<file path="src/rsnv_regs.svh">
`ifndef RSNV_REGS_SVH
`define RSNV_REGS_SVH

// ----------------------------------------------------------------------------
// Register offsets
// ----------------------------------------------------------------------------
`define RSNV_ADDR_USER_NMI_VECTOR 16'h015A
`define RSNV_ADDR_SYSTEM_NMI_VECTOR 16'h015C
`define RSNV_ADDR_RESET_CAUSE_VECTOR 16'h015E
`define RSNV_ADDR_MAILBOX_STATUS 16'h0146
`define RSNV_ADDR_MAILBOX_IN 16'h0148
`define RSNV_ADDR_MAILBOX_OUT 16'h014C

// ----------------------------------------------------------------------------
// Field positions and reset values
// ----------------------------------------------------------------------------
`define RSNV_MBSTAT_IN_FULL_BIT 0
`define RSNV_MBSTAT_OUT_FULL_BIT 1
`define RSNV_WORD_RESET 16'h0000
`define RSNV_NO_PENDING_CODE 8'h00

// ----------------------------------------------------------------------------
// Source counts
// ----------------------------------------------------------------------------
`define RSNV_RST_SRC_N 14
`define RSNV_SNMI_SRC_N 6
`define RSNV_UNMI_SRC_N 2
`define RSNV_TAB_N 14

// ----------------------------------------------------------------------------
// Vector codes, index 13 first, index 0 last (index 0 has the highest priority)
// ----------------------------------------------------------------------------
`define RSNV_RST_CODES {8'h24, 8'h20, 8'h1E, 8'h1C, 8'h1A, 8'h18, 8'h16, \
  8'h14, 8'h0E, 8'h0A, 8'h08, 8'h06, 8'h04, 8'h02}
`define RSNV_SNMI_CODES {64'h0, 8'h18, 8'h16, 8'h14, 8'h12, 8'h04, 8'h02}
`define RSNV_UNMI_CODES {96'h0, 8'h04, 8'h02}

// ----------------------------------------------------------------------------
// Reset class of each reset cause, bit i belongs to cause index i
// ----------------------------------------------------------------------------
`define RSNV_CLASS_BOR_MASK 14'h003F
`define RSNV_CLASS_POR_MASK 14'h0040
`define RSNV_CLASS_PUC_MASK 14'h3F80

// ----------------------------------------------------------------------------
// Fixed source positions inside the system NMI flags
// ----------------------------------------------------------------------------
`define RSNV_SNMI_MB_IN_IDX 3
`define RSNV_SNMI_MB_OUT_IDX 4

`endif

</file>
<file path="src/rsnv_pkg.sv">
package rsnv_pkg;
  `include "rsnv_regs.svh"

  // Reset cause events, one-cycle pulses, lowest priority first (supply_brownout, index 0, is the highest).
  typedef struct packed {
    logic fll_unlock;
    logic power_management_key_fault;
    logic peripheral_fetch;
    logic memory_uncorrectable;
    logic memory_controller_key_fault;
    logic watchdog_key_fault;
    logic watchdog_expiry_flag;
    logic software_power_on_request;
    logic high_supply_supervisor_flag;
    logic security_violation;
    logic retention_low_power_mode_wake;
    logic software_brownout_request;
    logic reset_pin_flag;
    logic supply_brownout;
  } rsnv_rst_ev_t;

  // System and user NMI events coming from outside the block.
  typedef struct packed {
    logic memory_correctable;
    logic vacant_access_flag;
    logic memory_uncorrectable;
    logic low_power_reset_entry;
    logic oscillator_fault_flag;
    logic nmi_pin_flag;
  } rsnv_nmi_ev_t;

  // Register bus request.
  typedef struct packed {
    logic [15:0] addr;
    logic [15:0] wdata;
    logic wr;
    logic rd;
  } rsnv_bus_t;

  // Debugger side of the mailbox.
  typedef struct packed {
    logic [15:0] in_data;
    logic in_wr;
    logic out_rd;
  } rsnv_dbg_t;

  // Reset class requests.
  typedef struct packed {
    logic brownout_class_reset;
    logic power_on_reset;
    logic power_up_clear_reset;
  } rsnv_class_t;

  // Result of a priority pick.
  typedef struct packed {
    logic [7:0] code;
    logic [13:0] onehot;
  } rsnv_pick_t;

  // Whole state of the block.
  typedef struct packed {
    logic [13:0] rst_flag;
    logic [5:0] snmi_flag;
    logic [1:0] unmi_flag;
    logic [15:0] mb_in;
    logic [15:0] mb_out;
    logic mb_in_full;
    logic mb_out_full;
    logic [15:0] rdata;
    rsnv_class_t cls;
  } rsnv_state_t;
endpackage

</file>
<file path="src/rsnv_top.sv">
`timescale 1ns/100ps
module rsnv_top (
  input wire logic ref_clk_in,
  input wire logic rst_n_in,
  input wire rsnv_pkg::rsnv_bus_t bus_in,
  output logic [15:0] bus_rdata_out,
  input wire rsnv_pkg::rsnv_rst_ev_t reset_cause_in,
  input wire rsnv_pkg::rsnv_nmi_ev_t nmi_event_in,
  input wire rsnv_pkg::rsnv_dbg_t dbg_in,
  output logic [15:0] dbg_out_data_out,
  output logic dbg_out_valid_out,
  output logic dbg_in_full_out,
  output rsnv_pkg::rsnv_class_t reset_class_out
);
  import rsnv_pkg::*;

  // --------------------------------------------------------------------------
  // Code tables
  // --------------------------------------------------------------------------
  localparam logic [111:0] RST_TAB = `RSNV_RST_CODES;
  localparam logic [111:0] SNMI_TAB = `RSNV_SNMI_CODES;
  localparam logic [111:0] UNMI_TAB = `RSNV_UNMI_CODES;

  rsnv_state_t st_r;
  rsnv_state_t st_nxt;
  rsnv_pick_t rst_pick;
  rsnv_pick_t snmi_pick;
  rsnv_pick_t unmi_pick;
  logic [13:0] rst_set;
  logic [5:0] snmi_set;
  logic [1:0] unmi_set;
  logic [13:0] rst_clr;
  logic [5:0] snmi_clr;
  logic [1:0] unmi_clr;
  logic rd_rst;
  logic rd_snmi;
  logic rd_unmi;
  logic cpu_in_rd;
  logic cpu_out_wr;
  logic dbg_take;
  logic dbg_put;

  // --------------------------------------------------------------------------
  // Priority pick
  // --------------------------------------------------------------------------
  // Scanning downward lets the lowest index, which holds the lowest code,
  // overwrite the others, so the most urgent source always wins.
  function automatic rsnv_pick_t rsnv_pick(input logic [13:0] flags,
                                           input logic [111:0] tab);
    rsnv_pick_t p;
    p.code = `RSNV_NO_PENDING_CODE;
    p.onehot = '0;
    for (int i = 13; i >= 0; i--) begin
      if (flags[i]) begin
        p.code = tab[i*8 +: 8];
        p.onehot = 14'(1) << i;
      end
    end
    return p;
  endfunction

  // Each vector looks only at its own flags; unused table slots never fire.
  always_comb begin
    rst_pick = rsnv_pick(st_r.rst_flag, RST_TAB);
    snmi_pick = rsnv_pick({8'h00, st_r.snmi_flag}, SNMI_TAB);
    unmi_pick = rsnv_pick({12'h000, st_r.unmi_flag}, UNMI_TAB);
  end

  // --------------------------------------------------------------------------
  // Bus decode
  // --------------------------------------------------------------------------
  // A read takes the flag of whatever the vector reports in that cycle.
  assign rd_rst = bus_in.rd && (bus_in.addr == `RSNV_ADDR_RESET_CAUSE_VECTOR);
  assign rd_snmi = bus_in.rd && (bus_in.addr == `RSNV_ADDR_SYSTEM_NMI_VECTOR);
  assign rd_unmi = bus_in.rd && (bus_in.addr == `RSNV_ADDR_USER_NMI_VECTOR);
  assign cpu_in_rd = bus_in.rd && (bus_in.addr == `RSNV_ADDR_MAILBOX_IN);
  assign cpu_out_wr = bus_in.wr && (bus_in.addr == `RSNV_ADDR_MAILBOX_OUT);
  assign rst_clr = rd_rst ? rst_pick.onehot : '0;
  assign snmi_clr = rd_snmi ? snmi_pick.onehot[5:0] : '0;
  assign unmi_clr = rd_unmi ? unmi_pick.onehot[1:0] : '0;

  // --------------------------------------------------------------------------
  // Mailbox handshakes
  // --------------------------------------------------------------------------
  // The debugger may only take a word that is there; a put is always
  // accepted and overwrites, so a slow reader loses the older word.
  assign dbg_take = dbg_in.out_rd && st_r.mb_out_full;
  assign dbg_put = dbg_in.in_wr;

  // --------------------------------------------------------------------------
  // Event sources
  // --------------------------------------------------------------------------
  always_comb begin
    rst_set = reset_cause_in;
    snmi_set = '0;
    snmi_set[0] = nmi_event_in.low_power_reset_entry;
    snmi_set[1] = nmi_event_in.memory_uncorrectable;
    snmi_set[2] = nmi_event_in.vacant_access_flag;
    snmi_set[`RSNV_SNMI_MB_IN_IDX] = dbg_put;
    snmi_set[`RSNV_SNMI_MB_OUT_IDX] = dbg_take;
    snmi_set[5] = nmi_event_in.memory_correctable;
    unmi_set = {nmi_event_in.oscillator_fault_flag, nmi_event_in.nmi_pin_flag};
  end

  // --------------------------------------------------------------------------
  // Next state
  // --------------------------------------------------------------------------
  always_comb begin
    st_nxt = st_r;
    // Sticky flags: a new event in the clearing cycle is kept, set wins.
    st_nxt.rst_flag = (st_r.rst_flag & ~rst_clr) | rst_set;
    st_nxt.snmi_flag = (st_r.snmi_flag & ~snmi_clr) | snmi_set;
    st_nxt.unmi_flag = (st_r.unmi_flag & ~unmi_clr) | unmi_set;
    // Every arriving cause asks for its own class of reset.
    st_nxt.cls.brownout_class_reset = |(rst_set & `RSNV_CLASS_BOR_MASK);
    st_nxt.cls.power_on_reset = |(rst_set & `RSNV_CLASS_POR_MASK);
    st_nxt.cls.power_up_clear_reset = |(rst_set & `RSNV_CLASS_PUC_MASK);
    // Incoming slot: debugger writes, software reads and frees it.
    if (dbg_put) begin
      st_nxt.mb_in = dbg_in.in_data;
      st_nxt.mb_in_full = 1'b1;
    end else if (cpu_in_rd) begin
      st_nxt.mb_in_full = 1'b0;
    end
    // Outgoing slot: software writes, debugger takes and frees it.
    if (cpu_out_wr) begin
      st_nxt.mb_out = bus_in.wdata;
      st_nxt.mb_out_full = 1'b1;
    end else if (dbg_take) begin
      st_nxt.mb_out_full = 1'b0;
    end
    // Read data stand only in the cycle after the read strobe.
    st_nxt.rdata = `RSNV_WORD_RESET;
    if (bus_in.rd) begin
      unique case (bus_in.addr)
        `RSNV_ADDR_RESET_CAUSE_VECTOR: st_nxt.rdata = {8'h00, rst_pick.code};
        `RSNV_ADDR_SYSTEM_NMI_VECTOR: st_nxt.rdata = {8'h00, snmi_pick.code};
        `RSNV_ADDR_USER_NMI_VECTOR: st_nxt.rdata = {8'h00, unmi_pick.code};
        `RSNV_ADDR_MAILBOX_IN: st_nxt.rdata = st_r.mb_in;
        `RSNV_ADDR_MAILBOX_OUT: st_nxt.rdata = st_r.mb_out;
        `RSNV_ADDR_MAILBOX_STATUS: st_nxt.rdata = {14'h0000, st_r.mb_out_full,
                                                   st_r.mb_in_full};
        default: st_nxt.rdata = `RSNV_WORD_RESET;
      endcase
    end
  end

  // --------------------------------------------------------------------------
  // State register
  // --------------------------------------------------------------------------
  // Writes to the vector words are ignored: they are read-only.
  always_ff @(posedge ref_clk_in or negedge rst_n_in) begin
    if (!rst_n_in) begin
      st_r <= '0;
    end else begin
      st_r <= st_nxt;
    end
  end

  // --------------------------------------------------------------------------
  // Outputs
  // --------------------------------------------------------------------------
  assign bus_rdata_out = st_r.rdata;
  assign dbg_out_data_out = st_r.mb_out;
  assign dbg_out_valid_out = st_r.mb_out_full;
  assign dbg_in_full_out = st_r.mb_in_full;
  assign reset_class_out = st_r.cls;
endmodule

</file>
<file path="config.mk">
export PLATFORM = sky130hd
export DESIGN_NAME = rsnv_top
export DESIGN_NICKNAME = d
export VERILOG_FILES = /design/src/rsnv_pkg.sv /design/src/rsnv_top.sv
export VERILOG_INCLUDE_DIRS = /design/src
export SDC_FILE = /design/constraint.sdc
export NUM_CORES = 1
export LEC_CHECK = 0
export BUFFER_PORTS_ARGS = -buffer_cell sky130_fd_sc_hd__clkbuf_2
export CELL_PAD_IN_SITES_DETAIL_PLACEMENT = 2
export CELL_PAD_IN_SITES_GLOBAL_PLACEMENT = 2
export CORE_ASPECT_RATIO = 0.7
export CORE_MARGIN = 3
export CORE_UTILIZATION = 29
export CTS_BUF_LIST = sky130_fd_sc_hd__clkbuf_4 sky130_fd_sc_hd__clkbuf_8 sky130_fd_sc_hd__clkbuf_16
export DETAILED_ROUTE_END_ITERATION = 12
export HOLD_SLACK_MARGIN = 0.02
export PLACE_DENSITY_LB_ADDON = 0.1
export SLEW_MARGIN = 40
export SYNTH_ARGS = -nofsm -noshare
export SYNTH_HDL_FRONTEND = slang
export SYNTH_SLANG_ARGS = --single-unit
</file>
<file path="constraint.sdc">
create_clock -name ref_clk_in -period 1.97 [get_ports ref_clk_in]
set_input_delay 0.2955 -clock ref_clk_in [delete_from_list [all_inputs] [get_ports ref_clk_in]]
set_output_delay 0.2955 -clock ref_clk_in [all_outputs]
set_load 0.01 [all_outputs]
</file>
==> impl.org <==
** Floorplan
- From left edge to right edge, the die measures 138.4 um.
- Initial core utilization :: 0.3002
- IO Pins :: about 110
- The floorplan has 33 rows.
- The floorplan step set the die height to slightly below 100 um.
- Area inside the core boundary :: 11850 um^2
- The die covers 13650 um^2.

** STA
- Final Max Tran Viols :: 0
- Setup repair after global routing could not meet its margin everywhere.
- TNS Setup :: -2122 ps
- The final-report hold violation count is 0.
- Time the final worst path needs with I/O delays and setup :: 2264 ps
- Setup violations remaining at the end of the flow were counted as 13.
- F_max :: 441.7 MHz
- After layout, the worst setup slack is -293.7 ps.
- The tightest hold path in the finished design has a slack of 83.54 ps.
- The clock arrives with 8.513 ps of skew.
- Max-Slew Margin vs Limit :: 0.6251
- Transition time at the pin with the least slew margin :: approximately 560 ps
- Final critical-path share of the clock period :: 1.149

** Global route
- GRT Util Overall :: 0.1755
- Antenna violations before repair :: 0
- Gr ovfl total :: 0
- Entering global routing, the biggest net connects 35 pins.
- Number of global-route vias before repair :: 3233
- First-pass GRT wire length :: 18740 um

** Setup path
- The setup check on the worst reg-to-reg path leaves a slack of ~20 ps.
- Kind of start point of the critical path :: input pin
- CP peak stage delay :: 550 ps
- Delay-heaviest family, CP :: simple AND/OR/NAND/NOR gates
- CP max stage cell :: sky130_fd_sc_hd__or4_4
- The critical path in this run is classified as in2reg.
- Arrival @ worst endpoint :: 2490 ps
- Worst Path Max Fanout :: 2
- Together, buffers and inverters on the worst path number 1.
- FF-to-FF path depth :: 4
- Cell with the most instances on the worst path :: sky130_fd_sc_hd__or4_4
- Worst R2R Start :: st_r[63]
- The signal on the critical path passes through clkbuf_2 > or4b_4 > or4_4 > or4_4 > or3_4 > a21o_1.
- Worst Setup End Kind :: register
- Critical path required time :: 2200 ps
- Endpoint of the most critical register-to-register path :: st_r[66]

** Routing
- Total iterations of the first detailed-routing run :: 4
- Average via count per standard cell :: 4.849
- DRC violation count after routing :: 0
- Total number of vias :: 2866
- ANT nets after route :: 0
- Wire length reported by the detailed router :: 11620 um
- Routed WL per cell :: about 20 um
- Count of routing violations after the opening detailed-route iteration :: 105

** Synthesis
- Fraction of registers with async set or reset after synthesis :: 1.000
- Cell area after technology mapping :: ~3600 um^2
- Synth warn :: 0
- The netlist uses 45 different library cells.
- After synthesis, the mean cell area works out to 11.22 um^2.
- When the netlist entered floorplanning its net count stood at 391.
- After technology mapping, the gate count stands at 317.
- Among all flip-flop cells after synthesis, the most frequent one is sky130_fd_sc_hd__dfrtp_1.
- The share of the Yosys chip area taken by registers is 0.5276.
- In this run, synthesis produced a sequential element count of 75.
- Counting flops with a built-in enable in the synthesized netlist gives 0.

** Min path
- The path class of the tightest hold or removal check is in2reg.
- The worst hold path terminates at reset_class_out[1].
- Number of cells traversed by the worst hold path :: 1
- Source of the worst hold timing path :: reset_cause_in[6]

** Place
- Final HPWL DP :: 8873 um
- After detailed placement, the design holds a cell count of 573.
- At the end of routability-driven placement, the weighted congestion stood at 0.7618.
- After detailed placement, the total cell area comes to 4287 um^2.
- Port buffering added 110 buffers.

** Run
- The tool flagged a number of max-cap violations equal to 0.

** Layout
- Number of standard cells in the layout, taps in and fillers out :: about 600
- The repair_antennas step left the layout with diodes totalling 0.
- The final layout contains 504 nets.
- Final cell area excluding filler cells :: 4738 um^2
- Area added between synthesis and finish :: 33.20%
- Of the cells placed in the final design, the portion with a size suffix greater than 1 is 0.4954.

** CTS
- Clock sink total :: 75
- Clock Root Buffer :: sky130_fd_sc_hd__clkbuf_16
- CTS Buf Count :: 9
- Worst-case clock buffer depth :: 2
- The H-tree generated during clock tree synthesis spans 3 levels.
- The later pin in the worst-skew pair is clocked with a latency of between 300 and 400 ps.
- After clock tree synthesis, the clock-pin slew on the worst setup and hold paths is ~60 ps.
- Clock tree from TritonCTS :: built

** Pwr
- Dividing total power by cell area gives a power density of 740.0 nW/um^2.
- Leakage power of the design :: between 0.002 and 0.0025 uW
- Highest ir drop seen on vdd :: between 300 and 400 uV

** Status
- Status :: complete, but fails checks
- The final reports fail on setup timing.
==> cell type report <==
class / instances / area (um^2)
inverters: 7 / 26.28
flip-flops and latches: 75 / 1877
repair buffers: 146 / 879.6
multi-input cells: 191 / 1461
fillers: 1247 / 7112
well taps: 157 / 196.4
clock buffers: 11 / 246.5
clock inverters: 4 / 51.30
==> through the flow <==
step / util / power [uW] / worst slack (ps)
final: 0.3999 / 3506 / -293.7
after global routing: 0.3999 / 3673 / -323.4
after CTS: 0.3895 / 3572 / -266.8
after detailed placement: 0.3617 / 1875 / -624.4
after global placement: 0.3617 / 1863 / -611.8
after floorplan: - / 1703 / -616.4
==> how the worst max path moves through the flow <==
stage | startpoint | to | slack, ps | cells past startpoint
2_1_floorplan | bus_in[31] | st_r[66] | -620 | 6
3_3_place_gp | bus_in[31] | st_r[66] | -610 | 6
3_5_place_dp | bus_in[31] | st_r[66] | -620 | 6
4_1_cts | bus_in[31] | st_r[66] | -270 | 6
5_1_grt | bus_in[27] | st_r[66] | -320 | 6
6_report | bus_in[27] | st_r[66] | -290 | 6
==> flip-flops by register name (all words and copies together) (netlist names) <==
signal and cells:
st_r 38, dbg_out_valid_out 1, dbg_in_full_out 1, dbg_out_data_out 16, reset_class_out 3, bus_rdata_out 16
==> per-layer routing <==
metal  GRT usage  vias up  wire length, um
li1            -     1349                -
met1      0.2579     1442             5925
met2      0.2534       71             5079
met3     0.05529        4              583
met4     0.03872        0               31
met5           0        -                0
==> placed cells by master (no fill, tap or decap), drive strengths merged, types with 7 or more instances in the layout <==
cell type	instances
clkbuf	121
dfrtp	75
buf	35
mux2	33
nor2	24
nor3	14
a21oi	13
nand3	11
a22o	10
a21o	10
nand2	9
nor4	9
inv	7
o21ai	7
==> synth_stat cells, types with 9 or more instances <==
library cell              instances  area (um^2)
sky130_fd_sc_hd__dfrtp_1         75         1877
sky130_fd_sc_hd__buf_4           35        262.8
sky130_fd_sc_hd__mux2_2          33        371.6
sky130_fd_sc_hd__nor2_1          24        90.09
sky130_fd_sc_hd__a21oi_1         13        65.06
sky130_fd_sc_hd__nor3_1          13        65.06
sky130_fd_sc_hd__nand3_1         11        55.05
sky130_fd_sc_hd__a22o_1          10        87.58
sky130_fd_sc_hd__a21o_1           9        67.56
sky130_fd_sc_hd__nand2_1          9        33.78
sky130_fd_sc_hd__nor4_1           9        56.30
==> where the power goes <==
| part | switching (uW) | internal (uW) |
|---|---|---|
| registers | 22.7 | 1580 |
| clock network | 631 | 1020 |
| logic | 134 | 119 |
==> kinds of logic (layout without fill, tap and decap cells) <==
family,count (synthesis),after routing,synth area share
AOI/OAI and AO/OA,61,61,0.1224
and+or+nand+nor,94,94,0.1442
muxes,36,36,0.1129
buffers and inverters,51,168,0.09286
DFF,75,75,0.5276
==> worst reg2reg max path: stages, from the launching register on <==
cell                      delay (ps)
sky130_fd_sc_hd__dfrtp_1         390
sky130_fd_sc_hd__or3_1           450
sky130_fd_sc_hd__or4_4           510
sky130_fd_sc_hd__or3_4           330
sky130_fd_sc_hd__a21o_1          180
==> what timing repair did <==
action	CTS	global route
gates resized for setup	3	17
endpoints found under the hold margin	32	0
pin swaps	0	5
setup buffers	0	1
cloned	0	1
hold buffers	1	0
endpoints found under the setup margin	8	45
Note: power is estimated with default switching activity, not from simulation.
